File: src/design/dgcc_pkg.sv
/*
  Package for the gain, chain and calibration control registers.
  Assumes an 8-bit register port with a 5-bit register address.
*/
package dgcc_pkg;
  // Register addresses
  localparam logic [4:0] GAIN_AND_LINE_ID_ADDR = 5'h0D;
  localparam logic [4:0] CHAIN_CONTROL_ADDR = 5'h0E;
  localparam logic [4:0] FINE_GAIN_CONTROL_ADDR = 5'h0F;
  localparam logic [4:0] FILTER_SELECT_ADDR = 5'h10;
  localparam logic [4:0] CALIBRATION_CONTROL_ADDR = 5'h11;
  // Gain register fields
  localparam int VARIANT_BIT = 6;
  localparam int REVISION_LSB = 2;
  localparam int COARSE_RX_BIT = 1;
  localparam int COARSE_TX_BIT = 0;
  // Chain control fields
  localparam int SLAVE_COUNT_LSB = 5;
  localparam int SLAVE_SELECT_LSB = 3;
  localparam int SYNC_SPACING_BIT = 2;
  localparam int RING_POLARITY_BIT = 1;
  localparam int CHAIN_ENABLE_BIT = 0;
  // Fine gain fields
  localparam int TX_MUTE_BIT = 7;
  localparam int FINE_TX_LSB = 4;
  localparam int RX_MUTE_BIT = 3;
  localparam int FINE_RX_LSB = 0;
  // Filter and calibration fields
  localparam int FILTER_ENABLE_BIT = 4;
  localparam int MANUAL_CAL_BIT = 6;
  localparam int AUTO_CAL_DIS_BIT = 5;
  // Reset values and fixed patterns
  localparam logic [7:0] CHAIN_RESET_MODE01 = 8'h02;
  localparam logic [7:0] CHAIN_RESET_MODE2 = 8'h3F;
  localparam logic [7:0] FINE_GAIN_RESET = 8'h00;
  localparam logic [1:0] COARSE_GAIN_RESET = 2'h0;
  localparam logic [7:0] FILTER_RESET = 8'h08;
  localparam logic [3:0] FILTER_LOW_FIXED = 4'h8;
  localparam logic [1:0] CAL_RESET = 2'h0;
  localparam logic [1:0] SERIAL_MODE2 = 2'h2;
  // Frame sync spacing in serial bit clocks
  localparam logic [5:0] SYNC_GAP_WIDE = 6'h20;
  localparam logic [5:0] SYNC_GAP_NARROW = 6'h10;

  // Receive data word format on the serial output
  typedef enum logic [1:0] {
    DGCC_FMT_16 = 2'b00,
    DGCC_FMT_RSVD = 2'b01,
    DGCC_FMT_15_ONE = 2'b10,
    DGCC_FMT_15_ZERO = 2'b11
  } dgcc_fmt_t;

  // Decoded path settings handed to the analog and filter logic
  typedef struct packed {
    logic tx_mute;
    logic [4:0] tx_atten_db;
    logic rx_mute;
    logic [4:0] rx_gain_db;
    logic iir_enable;
  } dgcc_path_t;

  // Decoded chain settings handed to the serial port logic
  typedef struct packed {
    logic chain_enable;
    logic [2:0] slave_count;
    dgcc_fmt_t rx_format;
    logic [5:0] sync_gap;
    logic ring_active_high;
  } dgcc_chain_t;
endpackage

File: src/design/dgcc_regs.sv
/*
  Registers 0x0D to 0x11: coarse and fine gain, mute, daisy chain, filter
  choice and calibration control, with decoded settings for the datapath.
  Assumes the serial port delivers one-cycle write strobes and a read
  address on the system clock; line-side identity arrives from the link.
*/
module dgcc_regs
  import dgcc_pkg::*;
(
  // Clock and reset
  input wire logic clk_sys_i,
  input wire logic arst_n_i,
  // Serial mode straps and line-side identity, from pins or the link
  input wire logic [1:0] serial_mode_i,
  input wire logic line_side_variant_flag_i,
  input wire logic [3:0] line_side_revision_i,
  // Register port from the serial control frame
  input wire logic wr_en_i,
  input wire logic [4:0] addr_i,
  input wire logic [7:0] wr_data_i,
  output logic [7:0] rd_data_o,
  // Ring detect and delayed sync from the core
  input wire logic ring_detect_i,
  input wire logic delayed_sync_i,
  // Shared pins
  output logic transfer_request_or_ring_pin_o,
  output logic transfer_request_or_ring_pin_oe_o,
  output logic ring_or_delayed_sync_pin_o,
  // Decoded settings
  output dgcc_path_t path_o,
  output dgcc_chain_t chain_o,
  output logic manual_calibration_o,
  output logic auto_calibration_o
);

  ////////////////////////////////////////////////////////////////////////
  // Input synchronisers
  logic [6:0] sync_a;
  logic [6:0] sync_b;
  logic [1:0] ring_a;
  logic [1:0] ring_b;
  logic mode_seen;

  always_ff @(posedge clk_sys_i or negedge arst_n_i)
  begin
    if (!arst_n_i)
    begin
      sync_a <= 7'h00;
      sync_b <= 7'h00;
      ring_a <= 2'h0;
      ring_b <= 2'h0;
    end
    else
    begin
      sync_a <= {serial_mode_i, line_side_variant_flag_i, line_side_revision_i};
      sync_b <= sync_a;
      ring_a <= {ring_detect_i, delayed_sync_i};
      ring_b <= ring_a;
    end
  end

  // Straps are steady around reset, so their two-stage copy is used as is
  wire logic [1:0] serial_mode = sync_b[6:5];

  // The identity word may change on the link side at any time; a bit-wise
  // synchroniser can tear it, so the word is only taken once two
  // consecutive samples agree
  logic [4:0] id_hold;
  logic [4:0] line_id;
  wire logic id_steady = (id_hold == sync_b[4:0]);

  always_ff @(posedge clk_sys_i or negedge arst_n_i)
  begin
    if (!arst_n_i)
    begin
      id_hold <= 5'h00;
      line_id <= 5'h00;
    end
    else
    begin
      id_hold <= sync_b[4:0];
      if (id_steady)
        line_id <= id_hold;
    end
  end

  wire logic line_side_variant_flag = line_id[4];
  wire logic [3:0] line_side_revision = line_id[3:0];

  ////////////////////////////////////////////////////////////////////////
  // Register storage
  logic [1:0] coarse_gain;
  logic [7:0] chain_control;
  logic [7:0] fine_gain_control;
  logic recursive_filter_enable;
  logic [1:0] cal_bits;

  wire logic wr_gain = wr_en_i && (addr_i == GAIN_AND_LINE_ID_ADDR);
  wire logic wr_chain = wr_en_i && (addr_i == CHAIN_CONTROL_ADDR);
  wire logic wr_fine = wr_en_i && (addr_i == FINE_GAIN_CONTROL_ADDR);
  wire logic wr_filter = wr_en_i && (addr_i == FILTER_SELECT_ADDR);
  wire logic wr_cal = wr_en_i && (addr_i == CALIBRATION_CONTROL_ADDR);

  // The strap is sampled two cycles after release, so the chain register
  // takes its mode-dependent value once the synchronised mode is valid.
  logic [1:0] settle;
  always_ff @(posedge clk_sys_i or negedge arst_n_i)
  begin
    if (!arst_n_i)
      settle <= 2'h0;
    else if (!settle[1])
      settle <= {settle[0], 1'b1};
  end

  always_ff @(posedge clk_sys_i or negedge arst_n_i)
  begin
    if (!arst_n_i)
      mode_seen <= 1'b0;
    else if (settle[1])
      mode_seen <= 1'b1;
  end

  wire logic [7:0] chain_strap_value =
    (serial_mode == SERIAL_MODE2) ? CHAIN_RESET_MODE2 : CHAIN_RESET_MODE01;

  always_ff @(posedge clk_sys_i or negedge arst_n_i)
  begin
    if (!arst_n_i)
      chain_control <= CHAIN_RESET_MODE01;
    else if (wr_chain)
      chain_control <= wr_data_i;
    else if (settle[1] && !mode_seen)
      chain_control <= chain_strap_value;
  end

  // Only the two gain bits are stored; identity bits are never written
  always_ff @(posedge clk_sys_i or negedge arst_n_i)
  begin
    if (!arst_n_i)
      coarse_gain <= COARSE_GAIN_RESET;
    else if (wr_gain)
      coarse_gain <= wr_data_i[COARSE_RX_BIT:COARSE_TX_BIT];
  end

  always_ff @(posedge clk_sys_i or negedge arst_n_i)
  begin
    if (!arst_n_i)
      fine_gain_control <= FINE_GAIN_RESET;
    else if (wr_fine)
      fine_gain_control <= wr_data_i;
  end

  // Fixed filter bits are not stored; they always read their set pattern
  always_ff @(posedge clk_sys_i or negedge arst_n_i)
  begin
    if (!arst_n_i)
      recursive_filter_enable <= FILTER_RESET[FILTER_ENABLE_BIT];
    else if (wr_filter)
      recursive_filter_enable <= wr_data_i[FILTER_ENABLE_BIT];
  end

  always_ff @(posedge clk_sys_i or negedge arst_n_i)
  begin
    if (!arst_n_i)
      cal_bits <= CAL_RESET;
    else if (wr_cal)
      cal_bits <= wr_data_i[MANUAL_CAL_BIT:AUTO_CAL_DIS_BIT];
  end

  ////////////////////////////////////////////////////////////////////////
  // Read mux
  wire logic [7:0] gain_read = {1'b0, line_side_variant_flag,
    line_side_revision, coarse_gain};
  wire logic [7:0] filter_read = {3'h0, recursive_filter_enable,
    FILTER_LOW_FIXED};
  wire logic [7:0] cal_read = {1'b0, cal_bits, 5'h00};

  logic [7:0] next_rd_data;
  always_comb
  begin
    unique case (addr_i)
      GAIN_AND_LINE_ID_ADDR: next_rd_data = gain_read;
      CHAIN_CONTROL_ADDR: next_rd_data = chain_control;
      FINE_GAIN_CONTROL_ADDR: next_rd_data = fine_gain_control;
      FILTER_SELECT_ADDR: next_rd_data = filter_read;
      CALIBRATION_CONTROL_ADDR: next_rd_data = cal_read;
      default: next_rd_data = 8'h00;
    endcase
  end

  ////////////////////////////////////////////////////////////////////////
  // Gain decode: coarse and fine steps add; software keeps one of them zero
  function automatic logic [4:0] step_db(input logic [2:0] code);
    logic [4:0] db;
    db = 5'h00;
    if (code[2])
      db = 5'h0C;
    else
      db = 5'({code[1:0], 1'b0} + {3'h0, code[1:0]});
    return db;
  endfunction

  wire logic [4:0] fine_tx_db =
    step_db(fine_gain_control[FINE_TX_LSB +: 3]);
  wire logic [4:0] fine_rx_db =
    step_db(fine_gain_control[FINE_RX_LSB +: 3]);
  wire logic [4:0] coarse_tx_db = coarse_gain[COARSE_TX_BIT] ? 5'h03 : 5'h00;
  wire logic [4:0] coarse_rx_db = coarse_gain[COARSE_RX_BIT] ? 5'h06 : 5'h00;

  dgcc_path_t next_path;
  always_comb
  begin
    next_path.tx_mute = fine_gain_control[TX_MUTE_BIT];
    next_path.tx_atten_db = 5'(fine_tx_db + coarse_tx_db);
    next_path.rx_mute = fine_gain_control[RX_MUTE_BIT];
    next_path.rx_gain_db = 5'(fine_rx_db + coarse_rx_db);
    next_path.iir_enable = recursive_filter_enable;
  end

  ////////////////////////////////////////////////////////////////////////
  // Chain decode; with chaining off every other field is masked out
  wire logic chain_enable = chain_control[CHAIN_ENABLE_BIT];

  dgcc_chain_t next_chain;
  always_comb
  begin
    next_chain.chain_enable = chain_enable;
    next_chain.slave_count = chain_enable ?
      chain_control[SLAVE_COUNT_LSB +: 3] : 3'h0;
    next_chain.rx_format = chain_enable ?
      dgcc_fmt_t'(chain_control[SLAVE_SELECT_LSB +: 2]) : DGCC_FMT_16;
    next_chain.sync_gap = (chain_enable && chain_control[SYNC_SPACING_BIT]) ?
      SYNC_GAP_NARROW : SYNC_GAP_WIDE;
    next_chain.ring_active_high = chain_enable &&
      chain_control[RING_POLARITY_BIT];
  end

  // Ring level as driven on the pin: active low unless chaining is on and the polarity bit set
  wire logic ring_level = ring_b[1] ~^ next_chain.ring_active_high;
  // With chaining off the first pin is the transfer request input
  wire logic next_pin1 = chain_enable ? ring_level : 1'b0;
  wire logic next_pin2 = chain_enable ? ring_b[0] : ring_level;

  ////////////////////////////////////////////////////////////////////////
  // Output registers
  always_ff @(posedge clk_sys_i or negedge arst_n_i)
  begin
    if (!arst_n_i)
      rd_data_o <= 8'h00;
    else
      rd_data_o <= next_rd_data;
  end

  // Enable and value change on the same edge, so the pin never drives
  // a stale level for a cycle when chaining is switched on
  always_ff @(posedge clk_sys_i or negedge arst_n_i)
  begin
    if (!arst_n_i)
    begin
      transfer_request_or_ring_pin_o <= 1'b0;
      transfer_request_or_ring_pin_oe_o <= 1'b0;
      ring_or_delayed_sync_pin_o <= 1'b0;
    end
    else
    begin
      transfer_request_or_ring_pin_o <= next_pin1;
      transfer_request_or_ring_pin_oe_o <= chain_enable;
      ring_or_delayed_sync_pin_o <= next_pin2;
    end
  end

  always_ff @(posedge clk_sys_i or negedge arst_n_i)
  begin
    if (!arst_n_i)
    begin
      path_o <= '0;
      chain_o <= '0;
      manual_calibration_o <= 1'b0;
      auto_calibration_o <= 1'b0;
    end
    else
    begin
      path_o <= next_path;
      chain_o <= next_chain;
      manual_calibration_o <= cal_bits[1];
      auto_calibration_o <= !cal_bits[0];
    end
  end

endmodule

File: config.mk
export PLATFORM = sky130hd
export DESIGN_NAME = dgcc_regs
export DESIGN_NICKNAME = d
export VERILOG_FILES = /design/src/design/dgcc_pkg.sv /design/src/design/dgcc_regs.sv
export SDC_FILE = /design/constraint.sdc
export NUM_CORES = 1
export LEC_CHECK = 0
export ABC_AREA = 1
export BUFFER_PORTS_ARGS = -buffer_cell sky130_fd_sc_hd__buf_4
export CAP_MARGIN = 0
export CORE_MARGIN = 2
export CORE_UTILIZATION = 38
export CTS_CLUSTER_DIAMETER = 120
export DETAILED_ROUTE_END_ITERATION = 8
export HOLD_SLACK_MARGIN = 0.15
export PLACE_DENSITY = 0.64
export SYNTH_ARGS = -nofsm -noshare
export SYNTH_HDL_FRONTEND = slang
export SYNTH_SLANG_ARGS = --single-unit
File: constraint.sdc
create_clock -name clk_sys_i -period 4.3 [get_ports clk_sys_i]
set_clock_uncertainty 0.2 [all_clocks]
set_input_delay 0.86 -clock clk_sys_i [delete_from_list [all_inputs] [get_ports clk_sys_i]]
set_output_delay 0.86 -clock clk_sys_i [all_outputs]
set_load 0.005 [all_outputs]
==> impl_metrics.sql <==
INSERT INTO impl_metrics (metric_group, metric, value, unit) VALUES
('cells_and_area', 'num-nets-final', '409', ''),
('global_routing', 'gr-total-overflow', '0', ''),
('worst_setup_path', 'required', '4.34', 'ns'),
('clocking', 'root_buffer', 'clkbuf_8', ''),
('worst_setup_path', 'cp-end-kind', 'flop', ''),
('worst_setup_path', 'crit_family', 'simple AND/OR/NAND/NOR gates', ''),
('yosys', 'synthDominantCellAreaShare', '63.5', '%'),
('yosys', 'synth_flop_cell', 'dfrtp_1', ''),
('flow_run', 'max_cap_viol_count', '0', ''),
('global_routing', 'number_of_antenna_violations_at_the_first_check_in_global_routing', '0', ''),
('yosys', 'post_synth_arst_share', '100', '%'),
('power_and_ir_drop', 'leakage_power', '2.12', 'nW'),
('timing', 'clock.fmax', '0.499', 'GHz'),
('place', 'hpwlAfterDp', '4460', 'um'),
('route', 'drc_errors', '0', ''),
('worst_setup_path', 'critical_path_arrival', '2.05', 'ns'),
('route', 'detail_route.iter0.violations', '121', ''),
('route', 'route.detailed.wl_per_inst', '12.4', 'um'),
('floorplan', 'initial_util', '38.8', '%'),
('clocking', 'cts_hold_buffers', '0', ''),
('floorplan', 'die_y', '97.9', 'um'),
('worst_setup_path', 'classification_of_the_worst_setup_path', 'in2reg', ''),
('route', 'detailed_route_vias_per_instance', '4.60', ''),
('min_path', 'worst_hold_path_type', 'reg2reg', ''),
('yosys', 'yosysSeqAreaShare', '64.3', '%'),
('global_routing', 'first_global_vias', '2235', ''),
('worst_setup_path', 'ff2ff_setup_slack', '2.40', 'ns'),
('clocking', 'post_cts_resize_count', '0', ''),
('worst_setup_path', 'path_cells', 'buf_4, inv_1, nand3_2, nor2_2, nand2_2, nand2_1, o21ai_2', ''),
('worst_setup_path', 'worstSetupStartpointType', 'input pin', ''),
('timing', 'timing.max_slew.rel_slack', '31.5', '%'),
('route', 'routed_wire_length', '6030', 'um'),
('yosys', 'yosys_warn_count', '0', ''),
('floorplan', 'design.die.area', '9580', 'um2'),
('timing', 'setup_viols_final', '0', ''),
('clocking', 'clock_sink_count', '86', ''),
('yosys', 'mappedNetlistArea', '3350', 'um2'),
('place', 'port_buffers', '59', ''),
('clocking', 'post_cts_setup_repair_bufs', '0', ''),
('timing', 'final-hold-violation-count', '0', ''),
('floorplan', 'fp.coreArea', '8640', 'um2'),
('timing', 'rsz0062_at_grt', 'no', ''),
('clocking', 'htree_num_levels', '3', ''),
('worst_setup_path', 'critPathMaxStageDelay', '0.39', 'ns'),
('floorplan', 'floorplan.die.width', '97.9', 'um'),
('cells_and_area', 'final_layout_size_suffix_gt1_share', '27.4', '%'),
('timing', 'layout_min_cycle_time', '2.00', 'ns'),
('timing', 'drv_slew', '0', ''),
('yosys', 'ys_seq_elements', '86', ''),
('timing', 'worst_max_slew_pin_slew', '1.03', 'ns'),
('worst_setup_path', 'critical_path.max_fanout', '13', ''),
('yosys', 'synth-edff-count', '0', ''),
('power_and_ir_drop', 'worst_ir_drop_vdd', '0.173', 'mV'),
('clocking', 'worstSkewPairLatency', '0.36', 'ns'),
('yosys', 'netlist_instances', '311', ''),
('cells_and_area', 'diodes', '0', ''),
('yosys', 'avgSynthCellArea', '10.8', 'um2'),
('cells_and_area', 'layout-area-overhead-vs-synth', '21.5', '%'),
('clocking', 'clkSlewWorstSetupHoldPaths', '0.09', 'ns'),
('power_and_ir_drop', 'total_power', '0.00188', 'W'),
('status', 'outcome', 'complete, no violations', ''),
('global_routing', 'global_route.usage.total', '13.6', '%'),
('global_routing', 'maximum_number_of_pins_on_one_net_before_global_route_repair', '87', ''),
('yosys', 'ys_types', '35', ''),
('worst_setup_path', 'timing.critical_path.buf_inv', '2', ''),
('floorplan', 'io_pins', '64', ''),
('clocking', 'cts_tree', 'yes', ''),
('floorplan', 'rows', '34', ''),
('yosys', 'yosys-top-cells-area', 'dfrtp_1 (63%), nand2_1 (8.8%), inv_1 (4.0%)', ''),
('route', 'detail-route-antenna-nets', '0', ''),
('worst_setup_path', 'critical-path-slowest-cell', 'nor2_2', ''),
('place', 'gp_routability_congestion', '0.813', ''),
('timing', 'fin_setup_tns', '0', 'ns'),
('route', 'dr_vias', '2238', ''),
('route', 'detailed_router_iteration_count_before_antenna_repair', '4', ''),
('timing', 'fin_crit_sh', '46.6', '%'),
('power_and_ir_drop', 'power_density', '461', 'nW/um2'),
('global_routing', 'wire_length_of_the_first_global_routing_pass', '10300', 'um'),
('clocking', 'clk_path_buf_depth', '2', ''),
('clocking', 'cts_made_buffers', '9', ''),
('yosys', 'yosysTopAreaCell', 'dfrtp_1', '');
routing by layer:
layer	up-vias	part of all wire [%]	track usage, %
met3	10	6.6	5.15
met2	66	49	21.4
met5	-	0	0
met4	0	1.8	5.66
li1	1094	-	-
met1	1068	42	16.8
cell type report:
cell class / instances / area [um2]
fill: 820 / 4570
sequential: 86 / 2150
timing repair buffer: 59 / 443
clock buffer: 9 / 124
multi-input combinational: 180 / 990
clock inverter: 7 / 82.6
tap: 108 / 135
inverter: 38 / 143
where the power goes:
| part | internal (W) | leakage, nW | switching [W] | total (W) |
|---|---|---|---|---|
| combinational | 0.000152 | 0.954 | 0.000141 | 0.000294 |
| sequential | 0.000931 | 1.06 | 0.0000766 | 0.00101 |
| clock | 0.000276 | 0.0980 | 0.000300 | 0.000576 |
| total | 0.00136 | 2.12 | 0.000518 | 0.00188 |
Yosys cell counts, types with 6 or more instances:
library cell / n
buf_4: 6
inv_1: 36
nor2_1: 12
dfrtp_1: 85
nand2_2: 6
nand2_1: 79
nor2_2: 6
nand3_1: 17
nand4_1: 9
ha_1: 8
sequential cells by signal (all words and copies together), names as in the netlist, 5 cells and up:
signal and flops:
id_hold 5, chain_control 8, line_id 5, rd_data_o 8, fine_gain_control 8, sync_b 7, chain_o 9, sync_a 7
path_o 13
cells by family after synthesis:
family          Yosys count  share of synthesized area (%)
simple gates            142                           20.0
compound gates           20                           3.85
fa+ha+maj                10                           4.18
flops                    86                           64.3
xor+xnor                  4                           1.05
buf+inv                  48                           6.53
other cells               1                          0.112
through the flow:
step	setup slack, ns	hold WS [ns]	cells	instance area [um2]	util, %
4_1_cts	2.32	0.154	487	4070	47.1
5_1_grt	2.16	0.159	487	4070	47.1
6_report	2.30	0.153	487	4070	47.1
3_3_place_gp	1.98	0.131	471	3860	44.7
2_1_floorplan	2.52	0.131	314	3360	-
3_5_place_dp	1.94	0.135	471	3860	44.7
placed cells by master, fill, tap and decap left out, types with 2 or more instances in the layout:
master / synthesis / routed
a21oi_1: 3 / 3
buf_4: 6 / 59
clkbuf_8: 0 / 9
clkinv_4: 0 / 2
clkinvlp_4: 0 / 2
conb_1: 1 / 4
dfrtp_1: 85 / 85
fa_1: 2 / 2
ha_1: 8 / 8
inv_1: 36 / 36
inv_2: 2 / 2
nand2_1: 79 / 79
nand2_2: 6 / 6
nand3_1: 17 / 17
nand3_2: 3 / 3
nand4_1: 9 / 9
nor2_1: 12 / 12
nor2_2: 6 / 6
nor2_4: 2 / 2
o21ai_0: 5 / 5
o21ai_1: 5 / 5
o21ai_2: 5 / 5
xnor2_1: 3 / 3
final timing paths:
path	start	to	cells past startpoint
max in group asynchronous	arst_n_i	manual_calibration_o	1
hold reg to reg	sync_a[4]	sync_b[4]	0
min in group asynchronous	arst_n_i	path_o[5]	1
setup reg to reg	fine_gain_control[4]	path_o[11]	6
setup / recovery	addr_i[4]	fine_gain_control[1]	7
hold / removal	sync_a[4]	sync_b[4]	0
Note: power is estimated with default switching activity, not from simulation.
